[src/serial_core_defines.svh]
`ifndef SERIAL_CORE_DEFINES_SVH
`define SERIAL_CORE_DEFINES_SVH
// Behaviour
// - baud clock is die clock over prescale
// - transmit line idles high, inversion off
// - inversion flips every transmitted element
// - enabling transmitter queues one idle preamble
// - frame is ten bits, eleven in nine-bit
// - buffer moves to shifter, then buffer-empty sets
// - nothing waiting after stop sets done flag
// - disabling transmitter lets queued idle, break finish
// - break pulse queues break, held requeues
// - break lasts 10, 11, 13 or 14 bits
// - enable off then on queues idle character
// - receive inversion and receiver enable
// - start zero, data LSB first, stop one
// - stop received, empty buffer: load, set full
// - buffer already full: overrun, drop character
// - full clears on status read then data read
// - sixteen samples per bit, edge after three ones
// - start valid if two of slots 3,5,7 zero
// - bit is majority of slots 8,9,10
// - any disagreeing sample sets noise at transfer
// - every detected edge outside start validation realigns the sample phase
// - framing error, not break: history preset ones
// - framing error set blocks transfers, shifter runs

// oversampling phase: value p is sample slot p+1
`define PHASE_LAST 4'hF
`define PHASE_RT3 4'h2
`define PHASE_RT5 4'h4
`define PHASE_RT7 4'h6
`define PHASE_RT8 4'h7
`define PHASE_RT9 4'h8
`define PHASE_RT10 4'h9
`define PHASE_AFTER_EDGE 4'h1
`define HIST_ONES 3'h7

// frame and break lengths in bit times
`define FRAME_BITS_8 4'hA
`define FRAME_BITS_9 4'hB
`define LONG_BREAK_EXTRA 4'h3

// bit index of the stop bit in a received frame
`define STOP_IDX_8 4'h9
`define STOP_IDX_9 4'hA

// shifter idle pattern, also its reset value, and break pattern
`define SHIFT_IDLE 14'h3FFF
`define SHIFT_BREAK 14'h0000
`endif

[src/serial_core_pkg.sv]
package serial_core_pkg;
  typedef logic [8:0] char_t;
  typedef enum logic {TX_OFF, TX_ACTIVE} tx_state_e;
  typedef enum logic [1:0] {RX_HUNT, RX_START, RX_BITS} rx_state_e;
endpackage

[src/rx_link_if.sv]
`timescale 1ns/10ps
interface rx_link_if;
  import serial_core_pkg::*;
  logic tick16;
  logic nine_bit;
  logic rx_invert;
  logic enable;
  logic done;
  char_t data;
  logic noise;
  logic framing;
  logic brk;
  modport core (output tick16, nine_bit, rx_invert, enable,
    input done, data, noise, framing, brk);
  modport rxer (input tick16, nine_bit, rx_invert, enable,
    output done, data, noise, framing, brk);
endinterface

[src/async_serial_tx_rx_core.sv]
`timescale 1ns/10ps
`include "serial_core_defines.svh"
module async_serial_tx_rx_core (
  // clocking
  input wire logic clk,
  input wire logic sys_rst,
  input wire logic ce,
  // baud rate setup
  input wire logic [1:0] die_link_prescale,
  input wire logic [12:0] baud_divisor,
  // common frame format
  input wire logic nine_bit_mode,
  // transmitter controls
  input wire logic transmitter_on,
  input wire logic tx_polarity_invert,
  input wire logic long_break_select,
  input wire logic queue_break_ctl,
  // transmit buffer write
  input wire serial_core_pkg::char_t tx_data,
  input wire logic tx_write,
  // transmitter status
  output logic tx_buffer_empty_flag,
  output logic tx_done_flag,
  // transmit pin
  output logic txd,
  output logic txd_oe,
  // receiver controls
  input wire logic receiver_on,
  input wire logic rx_polarity_invert,
  // receive pin
  input wire logic rxd,
  // receive buffer access
  input wire logic status_read,
  input wire logic data_read,
  output serial_core_pkg::char_t rx_data,
  output logic rx_buffer_full_flag,
  output logic noise_flag,
  output logic framing_error_flag,
  output logic overrun_flag
);
  import serial_core_pkg::*;

  // bit count of an idle, data or break character
  function automatic logic [3:0] char_bits(input logic nine, input logic brk,
                                           input logic lng);
    logic [3:0] n;
    n = nine ? `FRAME_BITS_9 : `FRAME_BITS_8;
    if (brk && lng) n = n + `LONG_BREAK_EXTRA;
    return n;
  endfunction

  logic [2:0] pre_cnt;
  logic [12:0] baud_cnt;
  tx_state_e tx_state;
  logic [13:0] tx_shift;
  logic [3:0] tx_left;
  logic [3:0] tx_phase;
  char_t tx_buf;
  logic idle_pending;
  logic brk_pending;
  logic te_prev;
  logic sbk_prev;
  logic clr_armed;
  rx_link_if lk ();

  // baud timing: die clock through prescale, then the modulo divider
  wire [2:0] pre_mask = 3'h7 >> (2'h3 - die_link_prescale);
  wire pre_tick = (pre_cnt & pre_mask) == pre_mask;
  wire div_on = baud_divisor != 13'h0000;
  wire baud_wrap = baud_cnt >= (baud_divisor - 13'h0001);
  wire tick16 = pre_tick && div_on && baud_wrap;

  always_ff @(posedge clk) begin
    if (sys_rst) begin
      pre_cnt <= 3'h0;
      baud_cnt <= 13'h0000;
    end else if (ce) begin
      pre_cnt <= pre_cnt + 3'h1;
      // a divisor lowered below the count wraps at once, no long stall
      if (pre_tick) baud_cnt <= (baud_wrap || !div_on) ? 13'h0000 : baud_cnt + 13'h0001;
    end
  end

  // transmitter decoding
  wire active = tx_state == TX_ACTIVE;
  wire bit_tick = tick16 && (tx_phase == `PHASE_LAST);
  wire shifter_free = tx_left <= 4'h1;
  wire te_rise = transmitter_on && !te_prev;
  wire sbk_rise = queue_break_ctl && !sbk_prev;
  wire slot = active && bit_tick && shifter_free;
  wire load_idle = slot && idle_pending;
  wire load_break = slot && !idle_pending && brk_pending;
  wire load_data = slot && !idle_pending && !brk_pending && !tx_buffer_empty_flag
    && transmitter_on;
  wire go_quiet = slot && !load_idle && !load_break && !load_data;
  wire write_ok = tx_write && tx_buffer_empty_flag;
  wire [13:0] data_frame = nine_bit_mode ? {3'h7, 1'b1, tx_buf, 1'b0}
    : {4'hF, 1'b1, tx_buf[7:0], 1'b0};

  // queued idle and break characters
  always_ff @(posedge clk) begin
    if (sys_rst) begin
      te_prev <= 1'b0;
      sbk_prev <= 1'b0;
      idle_pending <= 1'b0;
      brk_pending <= 1'b0;
    end else if (ce) begin
      te_prev <= transmitter_on;
      sbk_prev <= queue_break_ctl;
      if (te_rise) idle_pending <= 1'b1;
      else if (load_idle) idle_pending <= 1'b0;
      if (sbk_rise || (load_break && queue_break_ctl)) brk_pending <= 1'b1;
      else if (load_break) brk_pending <= 1'b0;
    end
  end

  // the pin is kept until the shifter and any queued idle or break have gone out
  always_ff @(posedge clk) begin
    if (sys_rst) tx_state <= TX_OFF;
    else if (ce) begin
      unique case (tx_state)
        TX_OFF: if (te_rise) tx_state <= TX_ACTIVE;
        TX_ACTIVE: if (go_quiet && !transmitter_on) tx_state <= TX_OFF;
      endcase
    end
  end

  // transmit shifter, loads only on a bit boundary of the baud clock
  always_ff @(posedge clk) begin
    if (sys_rst) begin
      tx_phase <= 4'h0;
      tx_shift <= `SHIFT_IDLE;
      tx_left <= 4'h0;
    end else if (ce) begin
      if (tick16) tx_phase <= tx_phase + 4'h1;
      if (load_idle) begin
        tx_shift <= `SHIFT_IDLE;
        tx_left <= char_bits(nine_bit_mode, 1'b0, long_break_select);
      end else if (load_break) begin
        tx_shift <= `SHIFT_BREAK;
        tx_left <= char_bits(nine_bit_mode, 1'b1, long_break_select);
      end else if (load_data) begin
        tx_shift <= data_frame;
        tx_left <= char_bits(nine_bit_mode, 1'b0, long_break_select);
      end else if (go_quiet) begin
        tx_shift <= `SHIFT_IDLE;
        tx_left <= 4'h0;
      end else if (active && bit_tick && !shifter_free) begin
        tx_shift <= {1'b1, tx_shift[13:1]};
        tx_left <= tx_left - 4'h1;
      end
    end
  end

  // transmit buffer and its flags; a set beats a write in the same cycle
  always_ff @(posedge clk) begin
    if (sys_rst) begin
      tx_buf <= 9'h000;
      tx_buffer_empty_flag <= 1'b1;
      tx_done_flag <= 1'b1;
    end else if (ce) begin
      if (write_ok) tx_buf <= tx_data;
      if (load_data) tx_buffer_empty_flag <= 1'b1;
      else if (write_ok) tx_buffer_empty_flag <= 1'b0;
      if (go_quiet) tx_done_flag <= 1'b1;
      else if (load_idle || load_break || load_data || write_ok) tx_done_flag <= 1'b0;
    end
  end

  // pin drivers straight from flops
  always_ff @(posedge clk) begin
    if (sys_rst) begin
      txd <= 1'b1;
      txd_oe <= 1'b0;
    end else if (ce) begin
      txd <= tx_shift[0] ^ tx_polarity_invert;
      txd_oe <= active;
    end
  end

  // receiver sampler
  assign lk.tick16 = tick16;
  assign lk.nine_bit = nine_bit_mode;
  assign lk.rx_invert = rx_polarity_invert;
  assign lk.enable = receiver_on;

  serial_rx_sampler u_rx (
    .clk(clk),
    .sys_rst(sys_rst),
    .ce(ce),
    .rxd_pin(rxd),
    .lk(lk.rxer)
  );

  // receive buffer decoding
  wire rx_load = lk.done && !framing_error_flag && !rx_buffer_full_flag;
  wire rx_lost = lk.done && !framing_error_flag && rx_buffer_full_flag;
  wire rx_clear = data_read && clr_armed;

  // two-step clear: status read while full or framing error stands, then a data read
  always_ff @(posedge clk) begin
    if (sys_rst) clr_armed <= 1'b0;
    else if (ce) begin
      if (status_read && (rx_buffer_full_flag || framing_error_flag)) clr_armed <= 1'b1;
      else if (data_read) clr_armed <= 1'b0;
    end
  end

  // receive buffer; a new character wins over a clear in the same cycle
  always_ff @(posedge clk) begin
    if (sys_rst) begin
      rx_data <= 9'h000;
      rx_buffer_full_flag <= 1'b0;
      noise_flag <= 1'b0;
      framing_error_flag <= 1'b0;
      overrun_flag <= 1'b0;
    end else if (ce) begin
      if (rx_load) begin
        rx_data <= lk.data;
        rx_buffer_full_flag <= 1'b1;
        noise_flag <= lk.noise;
        framing_error_flag <= lk.framing;
      end else if (rx_clear) begin
        rx_buffer_full_flag <= 1'b0;
        noise_flag <= 1'b0;
        framing_error_flag <= 1'b0;
      end
      if (rx_lost) overrun_flag <= 1'b1;
      else if (rx_clear) overrun_flag <= 1'b0;
    end
  end

  property p_polarity;
    @(posedge clk) disable iff (sys_rst)
    ce |=> txd == ($past(tx_shift[0]) ^ $past(tx_polarity_invert));
  endproperty
  a_polarity: assert property (p_polarity)
    else $error("transmit line polarity wrong");

  property p_data_load;
    @(posedge clk) disable iff (sys_rst)
    (ce && load_data) |=> tx_buffer_empty_flag && !tx_done_flag && !tx_shift[0]
      && tx_left == ($past(nine_bit_mode) ? 4'hB : 4'hA);
  endproperty
  a_data_load: assert property (p_data_load)
    else $error("data load did not set buffer empty or frame length");

  property p_break_len;
    @(posedge clk) disable iff (sys_rst)
    (ce && load_break) |=> tx_shift == 14'h0000
      && tx_left == ($past(long_break_select) ? ($past(nine_bit_mode) ? 4'hE : 4'hD)
                     : ($past(nine_bit_mode) ? 4'hB : 4'hA));
  endproperty
  a_break_len: assert property (p_break_len)
    else $error("break character length wrong");

  property p_break_requeue;
    @(posedge clk) disable iff (sys_rst)
    (ce && load_break && queue_break_ctl) |=> brk_pending;
  endproperty
  a_break_requeue: assert property (p_break_requeue)
    else $error("held break control did not requeue a break");

  property p_done_set;
    @(posedge clk) disable iff (sys_rst)
    (ce && active && bit_tick && tx_left == 4'h1 && !idle_pending && !brk_pending
      && (tx_buffer_empty_flag || !transmitter_on)) |=> tx_done_flag && tx_shift[0];
  endproperty
  a_done_set: assert property (p_done_set)
    else $error("transmit done not set after last stop bit");

  property p_hold_pin;
    @(posedge clk) disable iff (sys_rst)
    (ce && active && (tx_left > 4'h1 || idle_pending)) |=> ##1 txd_oe;
  endproperty
  a_hold_pin: assert property (p_hold_pin)
    else $error("pin released with work still queued");

  property p_rx_load;
    @(posedge clk) disable iff (sys_rst)
    (ce && lk.done && !rx_buffer_full_flag && !framing_error_flag)
      |=> rx_buffer_full_flag && rx_data == $past(lk.data);
  endproperty
  a_rx_load: assert property (p_rx_load)
    else $error("completed character not moved to buffer");

  property p_overrun;
    @(posedge clk) disable iff (sys_rst)
    (ce && lk.done && rx_buffer_full_flag && !framing_error_flag)
      |=> overrun_flag && $stable(rx_data);
  endproperty
  a_overrun: assert property (p_overrun)
    else $error("overrun not flagged or buffer overwritten");

  property p_fe_block;
    @(posedge clk) disable iff (sys_rst)
    (ce && lk.done && framing_error_flag) |=> $stable(rx_data);
  endproperty
  a_fe_block: assert property (p_fe_block)
    else $error("character transferred while framing error stands");

  property p_clear_seq;
    @(posedge clk) disable iff (sys_rst)
    (ce && data_read && !clr_armed && !lk.done)
      |=> rx_buffer_full_flag == $past(rx_buffer_full_flag);
  endproperty
  a_clear_seq: assert property (p_clear_seq)
    else $error("buffer full cleared without status read first");
endmodule

[src/serial_rx_sampler.sv]
`timescale 1ns/10ps
`include "serial_core_defines.svh"
module serial_rx_sampler (
  // clocking
  input wire logic clk,
  input wire logic sys_rst,
  input wire logic ce,
  // serial input pin
  input wire logic rxd_pin,
  // link to the core
  rx_link_if.rxer lk
);
  import serial_core_pkg::*;

  logic rx_meta;
  logic rx_sync;
  rx_state_e state;
  logic [3:0] phase;
  logic [3:0] bit_idx;
  logic [2:0] hist;
  logic [1:0] start_zeros;
  logic v8;
  logic v9;
  logic noise_acc;
  char_t shift;

  // decoding of the current sample
  wire s = rx_sync ^ lk.rx_invert;
  wire edge_seen = (hist == `HIST_ONES) && !s;
  wire [1:0] votes = {1'b0, v8} + {1'b0, v9} + {1'b0, s};
  wire bit_val = votes[1];
  wire bit_noisy = (votes != 2'h0) && (votes != 2'h3);
  wire [1:0] zeros_total = start_zeros + {1'b0, !s};
  wire [3:0] stop_idx = lk.nine_bit ? `STOP_IDX_9 : `STOP_IDX_8;
  wire char_t word = lk.nine_bit ? shift : {1'b0, shift[8:1]};
  wire is_break = !bit_val && (word == 9'h000);

  // pin synchroniser, nothing else reads rx_meta
  always_ff @(posedge clk) begin
    if (sys_rst) begin
      rx_meta <= 1'b1;
      rx_sync <= 1'b1;
    end else if (ce) begin
      rx_meta <= rxd_pin;
      rx_sync <= rx_meta;
    end
  end

  // frame sampler at sixteen ticks per bit
  always_ff @(posedge clk) begin
    if (sys_rst) begin
      state <= RX_HUNT;
      phase <= 4'h0;
      bit_idx <= 4'h0;
      hist <= 3'h0;
      start_zeros <= 2'h0;
      v8 <= 1'b0;
      v9 <= 1'b0;
      noise_acc <= 1'b0;
      shift <= 9'h000;
      lk.done <= 1'b0;
      lk.data <= 9'h000;
      lk.noise <= 1'b0;
      lk.framing <= 1'b0;
      lk.brk <= 1'b0;
    end else if (ce) begin
      lk.done <= 1'b0;
      if (!lk.enable) begin
        state <= RX_HUNT;
        hist <= 3'h0;
      end else if (lk.tick16) begin
        hist <= {hist[1:0], s};
        phase <= phase + 4'h1;
        unique case (state)
          RX_HUNT: begin
            if (edge_seen) begin
              state <= RX_START;
              phase <= `PHASE_AFTER_EDGE;
              start_zeros <= 2'h0;
              noise_acc <= 1'b0;
              bit_idx <= 4'h0;
            end
          end
          RX_START: begin
            if (phase == `PHASE_RT3 || phase == `PHASE_RT5) begin
              start_zeros <= zeros_total;
              noise_acc <= noise_acc | s;
            end
            // two zeros of three confirm a real start bit
            if (phase == `PHASE_RT7) begin
              state <= zeros_total[1] ? RX_BITS : RX_HUNT;
              noise_acc <= noise_acc | s;
            end
          end
          RX_BITS: begin
            if (edge_seen) phase <= `PHASE_AFTER_EDGE;
            if (phase == `PHASE_RT8) v8 <= s;
            if (phase == `PHASE_RT9) v9 <= s;
            if (phase == `PHASE_RT10) begin
              if (bit_idx == 4'h0) begin
                // start already validated, stays zero whatever the vote
                noise_acc <= noise_acc | (votes != 2'h0);
              end else if (bit_idx != stop_idx) begin
                shift <= {bit_val, shift[8:1]};
                noise_acc <= noise_acc | bit_noisy;
              end else begin
                lk.done <= 1'b1;
                lk.data <= word;
                lk.noise <= noise_acc | bit_noisy;
                lk.framing <= !bit_val;
                lk.brk <= is_break;
                state <= RX_HUNT;
                if (!bit_val && !is_break) hist <= `HIST_ONES;
              end
            end
            if (phase == `PHASE_LAST) bit_idx <= bit_idx + 4'h1;
          end
          default: state <= RX_HUNT;
        endcase
      end
    end
  end

  property p_start_reject;
    @(posedge clk) disable iff (sys_rst)
    (ce && lk.enable && lk.tick16 && state == RX_START && phase == `PHASE_RT7
      && !zeros_total[1]) |=> state == RX_HUNT;
  endproperty
  a_start_reject: assert property (p_start_reject)
    else $error("start bit accepted with fewer than two zero samples");

  property p_history_preset;
    @(posedge clk) disable iff (sys_rst)
    (lk.done && lk.framing && !lk.brk) |-> hist == `HIST_ONES;
  endproperty
  a_history_preset: assert property (p_history_preset)
    else $error("edge history not preset after framing error");
endmodule
[config.mk]
export PLATFORM = sky130hd
export DESIGN_NAME = async_serial_tx_rx_core
export DESIGN_NICKNAME = d
export VERILOG_FILES = /design/src/serial_core_pkg.sv /design/src/rx_link_if.sv /design/src/async_serial_tx_rx_core.sv /design/src/serial_rx_sampler.sv
export VERILOG_INCLUDE_DIRS = /design/src
export SDC_FILE = /design/constraint.sdc
export NUM_CORES = 1
export LEC_CHECK = 0
export BUFFER_PORTS_ARGS = -buffer_cell sky130_fd_sc_hd__buf_2
export CORE_MARGIN = 3
export CORE_UTILIZATION = 25
export CTS_CLUSTER_DIAMETER = 100
export DETAILED_ROUTE_END_ITERATION = 6
export SKIP_LAST_GASP = 1
export SYNTH_ARGS = -nofsm -noshare
export SYNTH_HDL_FRONTEND = slang
export SYNTH_SLANG_ARGS = --single-unit
[constraint.sdc]
create_clock -name clk -period 3.4 [get_ports clk]
set_clock_uncertainty 0.05 [all_clocks]
set_input_delay 0.34 -clock clk [delete_from_list [all_inputs] [get_ports clk]]
set_output_delay 0.34 -clock clk [all_outputs]
set_load 0.02 [all_outputs]
Word-level counts from Yosys, hierarchy flattened --
Cells that the tools add are included.
Operators by class: shift-type cells 1, bitwise gates (word level) 9, reduce and logical (&&, ||, !) cells 91, equality and inequality tests 26, multiplexer cells 71, add/sub/neg operators 12, order comparisons 2
Operator list (count):
- 14-bit two-way mux | 5
- 4-bit two-way mux | 10
- 1-bit two-way mux | 30
- 1-bit logical AND | 29
- 2-bit AND reduction | 13
- 2-bit two-way mux | 11
- 3-bit two-way mux | 7
- 7-bit AND reduction | 3
- 2-bit nonzero test | 10
- 4-bit equality test, second input constant | 4
- 1-bit zero test | 16
- 13-bit by 1-bit adder with 13-bit output, second input constant | 1
- 13-bit greater-or-equal comparator | 1
- 13-bit two-way mux | 1
- 13-bit nonzero test | 1
- 13-bit by 1-bit subtractor with 13-bit output, second input constant | 1
- 4-bit by 1-bit adder with 4-bit output, second input constant | 3
- 4-bit by 3-bit equality test with 1-bit output, second input constant | 3
- 6-bit AND reduction | 2
- 10-bit two-way mux | 1
- 2-bit by 1-bit != test with 1-bit output, second input constant | 5
- 5-bit AND reduction | 2
- 9-bit zero test | 1
- 9-bit two-way mux | 1
- 35 further kinds | 51
Storage, ports and cells: output and inout bits 17, flip-flop bits (word level) 111, input bits 38

Logic depth before layout (Yosys ltp) --
depth after elaboration 19, depth in mapped cells 13, gate-level depth less buffers 12

By module --
From an unflattened synthesis, not the netlist that was laid out.
Unflattened totals: cells, all modules 708, area, all modules 5863.1 µm²
By module, submodules not included:
- async_serial_tx_rx_core | times used 1, cells each 453, area each 3578.4 µm², sequential area each 1401.3 µm²
- serial_rx_sampler | times used 1, cells each 255, area each 2284.7 µm², sequential area each 840.8 µm²

Worst setup path before layout --
No wires, ideal clock.
path kind input to register, start point in baud_divisor[2], end point reg u_rx.shift[0], required time 3222 ps, path buffers 1, stages 13, setup slack 75 ps, data arrival time 3147 ps, setup time 128 ps, cells stage by stage nor4_4 > nor2b_1 > nand2_1 > or4_1 > xor2_1 > ha_1 > nand4_1 > nor3_2 > o211ai_2 > a2111oi_0 > buf_4 > mux2i_1 > nor2_1
On the way: word-level cells in the longest chain between the ends 4, elaborated cells on any way between the ends 6, those cells by class 1 x add/sub; 1 x order compare; 4 x reduce/logical
RTL lines:
- start: declaration | RTL line async_serial_tx_rx_core.sv:10 | input wire logic [12:0] baud_divisor,
- 13-bit by 1-bit subtractor with 13-bit output or 13-bit nonzero test (tied branches) | RTL line async_serial_tx_rx_core.sv:70, async_serial_tx_rx_core.sv:69
- 13-bit greater-or-equal comparator or 1-bit logical AND (tied branches) | RTL line async_serial_tx_rx_core.sv:70, async_serial_tx_rx_core.sv:71
- 1-bit logical AND (*) | RTL line async_serial_tx_rx_core.sv:71 | wire tick16 = pre_tick && div_on && baud_wrap;
- 7-bit AND reduction (no line) (*)
- end signal: assignment | RTL line serial_rx_sampler.sv:104 | shift <= {bit_val, shift[8:1]};
- end: declaration | RTL line serial_rx_sampler.sv:25 | char_t shift;
Every way passes the cells marked *; elsewhere a longest branch is shown, timed or not. A chain may end at the register's enable or synchronous reset.

Final worst setup path --
start point in baud_divisor[2], end point reg tx_shift[12]
On the way: word-level cells in the longest chain between the ends 16, elaborated cells on any way between the ends 27, those cells by class 1 x add/sub; 1 x order compare; 4 x mux; 21 x reduce/logical
RTL lines:
- 13-bit by 1-bit subtractor with 13-bit output or 13-bit nonzero test (tied branches) | RTL line async_serial_tx_rx_core.sv:70, async_serial_tx_rx_core.sv:69
- 13-bit greater-or-equal comparator or 1-bit logical AND (tied branches) | RTL line async_serial_tx_rx_core.sv:70, async_serial_tx_rx_core.sv:71
- 1-bit logical AND (*) | RTL line async_serial_tx_rx_core.sv:71
- 1-bit logical AND (*) | RTL line async_serial_tx_rx_core.sv:86 | wire bit_tick = tick16 && (tx_phase == `PHASE_LAST);
- 1-bit logical AND (*) | RTL line async_serial_tx_rx_core.sv:90, async_serial_tx_rx_core.sv:148
- 1-bit logical AND | RTL line async_serial_tx_rx_core.sv:90 | wire slot = active && bit_tick && shifter_free;
- 1-bit logical AND | RTL line async_serial_tx_rx_core.sv:92, async_serial_tx_rx_core.sv:93
- 1-bit logical AND (2 in a row) | RTL line async_serial_tx_rx_core.sv:93 | wire load_data = slot && !idle_pending && !brk_pending && !tx_buffer_empty_flag
- 1-bit logical AND | RTL line async_serial_tx_rx_core.sv:94 | && transmitter_on;
- 1-bit zero test | RTL line async_serial_tx_rx_core.sv:95 | wire go_quiet = slot && !load_idle && !load_break && !load_data;
- 1-bit logical AND | RTL line async_serial_tx_rx_core.sv:95
- 14-bit two-way mux | RTL line async_serial_tx_rx_core.sv:145 | end else if (go_quiet) begin
- 14-bit two-way mux | RTL line async_serial_tx_rx_core.sv:142 | end else if (load_data) begin
- 14-bit two-way mux | RTL line async_serial_tx_rx_core.sv:139 | end else if (load_break) begin
- 14-bit two-way mux | RTL line async_serial_tx_rx_core.sv:136 | if (load_idle) begin
- end signal: assignment | RTL line async_serial_tx_rx_core.sv:137 | tx_shift <= `SHIFT_IDLE;
- end signal: assignment | RTL line async_serial_tx_rx_core.sv:140 | tx_shift <= `SHIFT_BREAK;
- end signal: assignment | RTL line async_serial_tx_rx_core.sv:143 | tx_shift <= data_frame;
- end: declaration | RTL line async_serial_tx_rx_core.sv:55 | logic [13:0] tx_shift;
Marks and branches as above.

==> impl_results.md <==
* Run status: completed
* CTS sink count at roughly 110
* Vertical extent of the die at between 150 and 200 um
* Core box area at about 24000 sq um
* Remaining routing DRC violations at 0
* Lkg Pwr at between 0.002 and 0.003 uW
* Data required time at the worst endpoint at between 3 and 4 ns
* Post-detailed-routing wire length at between 10000 and 15000 um
* Net count, final at roughly 840
* Number of enable flip-flop cells after synthesis at 0
* Synthesized net count at 780
* Crit share post-route at 93.8%
* Number of global-route vias before repair at ~4700
* Vias per cell at between 4 and 5
* Post-synthesis to final-layout area growth at 17.3%
* CTS buffer count at 9
* Worst setup slack before clock tree synthesis at -0.192 ns
* Netlist cell types at 74
* Width of the die at between 150 and 200 um
* Number of setup violations in the final report at 0
* Number of routed nets with antenna violations at 0
* Largest area contributor in the netlist: sky130_fd_sc_hd__dfxtp_1
* Initial antenna violation count at 0
* Maximum fanout along the worst path at 11
* Maximum VDD drop at approximately 0.00021 V
* Largest net degree at the start of global routing at 52
* First-pass detailed-route iteration total at 4
* Minimum period implied by the final worst setup slack at between 3 and 4 ns
* Number of buffers added to fix hold violations after cts at 0
* Number of input and output port buffers inserted at 54
* Initial standard-cell utilization of the core at 25.6%
* Pins Over Slew Limit at 0
* Leading post-synthesis cells by cell area: sky130_fd_sc_hd__dfxtp_1 37%, sky130_fd_sc_hd__ha_1 7.0%, sky130_fd_sc_hd__nor2_1 5.9%
* DIE AREA at about 26000 sq um
* Adder and majority gate portion of the synthesized area at ~7.4%
* Synthesis Warnings at 0
* Clock latency on the worst-skew pair at approximately 0.35 ns
* Fraction of synthesized area in multiplexers at slightly below 5%
* Footprint of the multi-input gates at approximately 3500 sq um
* ANT cells at 0
* Cell count after synthesis at 707
* Number of cell rows at 56
* CTS tree: done
* Wire length per cell at approximately 13 um
* Master cell of the clock root buffer: sky130_fd_sc_hd__clkbuf_16
* Max-cap violations at 0
* Average cell area after synthesis at 8.55 sq um
* Fraction of final layout cells with drive strength greater than 1 at ~18%
* Via count at ~5000
* CP Class: in2reg
* Cell area after technology mapping at approximately 6000 sq um
* Seq cells post-synth at between 100 and 150
* Number of DRC markers in iteration 0 at between 300 and 400
* Worst Max-Slew Pin Slew at about 0.68 ns
* Clock transition time at the flip-flop clock pins of the worst setup and hold paths at approximately 0.07 ns
* Main synth FF type: sky130_fd_sc_hd__dfxtp_1
* Routability-driven placement congestion ratio at 0.783
* Synthesized-area fraction occupied by xor and xnor cells at under 10%
* Compound-gate portion of the synthesized area at about a fifth
* Filler cells at 2516
* Area fraction in and, or, nand and nor cells after synthesis at 22.4%
* Hold Violations, Final at 0
* Worst Setup End Kind: flip-flop
* Number of buffers on the longest clock path at 2
* Final worst setup slack at between 0.2 and 0.25 ns
* Fmax at roughly 310 MHz
* Overflow after GRT at 0
* Filler-free cell count of the finished design at 1087
* Global routing usage summed across all routing layers at a little over a tenth
* Hpwl dp at 9970 um
* Power density over the cells at 364 nW/um^2
* Number of levels the H-tree was split into at 3
* Top-area cell type share of the netlist area at 36.7%
* Cells on worst reg2reg path at 10
* Main combinational cell family by area after synthesis: simple AND/OR/NAND/NOR gates
* Global-route wire length before repair at 23000 um
* Fraction of synthesis flops using an asynchronous set or reset pin at 0%
* Storage cell area at ~2200 sq um
* Kind of start point of the critical path: input port
* Headroom to the max-slew limit at 54.7%
* Number of cells on the worst hold path at 3
* Total Power at between 2000 and 3000 uW
* Arrival time reported for the critical path endpoint at 3.36 ns
* Worst hold-check path type: in2reg
* Ports placed on the boundary at 55
* Final setup TNS at 0 ns
* Dpl cells at between 1000 and 1500
* Sequential-to-total area share from yosys stat at between 30% and 40%
-- critical path, stage by stage --
cell and delay (ns):
sky130_fd_sc_hd__buf_2 0.12, sky130_fd_sc_hd__nor4_4 0.27, sky130_fd_sc_hd__nor2b_1 0.19, sky130_fd_sc_hd__nand2_1 0.09, sky130_fd_sc_hd__or4_1 0.42, sky130_fd_sc_hd__xor2_1 0.16
sky130_fd_sc_hd__ha_1 0.28, sky130_fd_sc_hd__nand4_1 0.09, sky130_fd_sc_hd__nor3_2 0.24, sky130_fd_sc_hd__o211a_1 0.31, sky130_fd_sc_hd__buf_4 0.17, sky130_fd_sc_hd__buf_4 0.12
sky130_fd_sc_hd__o21ai_4 0.10, sky130_fd_sc_hd__o21bai_1 0.31, sky130_fd_sc_hd__o21ai_0 0.14
-- metal layers --
metal	GRT usage, %	up-vias	routed length (um)	share of wire [%]
li1	-	2590	-	-
met1	13.6	2342	6440	47
met2	18.0	42	6780	49
met3	1.74	12	282	2.1
met4	3.52	0	217	1.6
met5	0	-	0	0
-- kinds of logic after synthesis --
logic type                 Yosys count
xor gates and xnor gates            32
adders and majority gates           35
DFF                                111
buffers and inverters               68
and+or+nand+nor                    278
muxes                               30
AOI/OAI and AO/OA                  153
-- worst paths after layout --
path	start	to	slack, ns
max	baud_divisor[2]	tx_shift[12]$_SDFFE_PP1P_	0.21
min	rxd	u_rx.rx_meta$_SDFFE_PP1P_	0.15
max reg2reg	u_rx.rx_sync$_SDFFE_PP1P_	u_rx.noise_acc$_SDFFE_PP0P_	0.81
min reg2reg	tx_buf[6]$_SDFFE_PP0P_	tx_buf[6]$_SDFFE_PP0P_	0.41
-- layout make-up --
class	instances	share of cell area, %
inverters	28	1.48
clock buffers	11	3.42
multi-input cells	528	49.9
well taps	319	5.63
flip-flops and latches	111	31.3
repair buffers	85	7.62
clock inverters	5	0.653
-- power by group --
group          internal (uW)  switching (uW)
combinational           78.6             118
clock                    535             513
sequential              1320            19.2
-- cells in the mapped netlist (20+ instances only) --
library cell,number
sky130_fd_sc_hd__dfxtp_1,111
sky130_fd_sc_hd__nor2_1,95
sky130_fd_sc_hd__nand2_1,70
sky130_fd_sc_hd__a21oi_1,63
sky130_fd_sc_hd__ha_1,34
sky130_fd_sc_hd__mux2i_1,30
sky130_fd_sc_hd__inv_1,27
sky130_fd_sc_hd__nand3_1,27
sky130_fd_sc_hd__clkbuf_1,25
sky130_fd_sc_hd__nor3_1,20
sky130_fd_sc_hd__o21ai_0,20
-- flip-flops by register name (all words and copies together) (netlist names), 9 cells and up --
signal        flops
baud_cnt         13
rx_data           9
u_rx.shift        9
u_rx.lk.data      9
tx_buf            9
tx_shift         14
-- cell usage in the layout (no fill, tap or decap), drive strengths merged, types with 22 or more instances in the layout --
| cell type | count |
|---|---|
| dfxtp | 111 |
| nor2 | 95 |
| buf | 85 |
| nand2 | 70 |
| a21oi | 63 |
| ha | 34 |
| inv | 33 |
| mux2i | 30 |
| nand3 | 28 |
| o21ai | 22 |
-- per-stage QoR --
stage               utilization [%]  area, sq um  hold slack [ns]
floorplan                         -         6050            0.382
global placement               28.7         6780            0.392
detailed placement             28.7         6780            0.398
CTS                            29.9         7070            0.139
global route                   30.0         7090            0.150
finish                         30.0         7090            0.151
-- repair_timing --
action | CTS | global route
resized for setup | 0 | 2
setup endpoints to repair | 0 | 7
setup buffers | 0 | 0
Note: power is estimated with default switching activity, not from simulation.
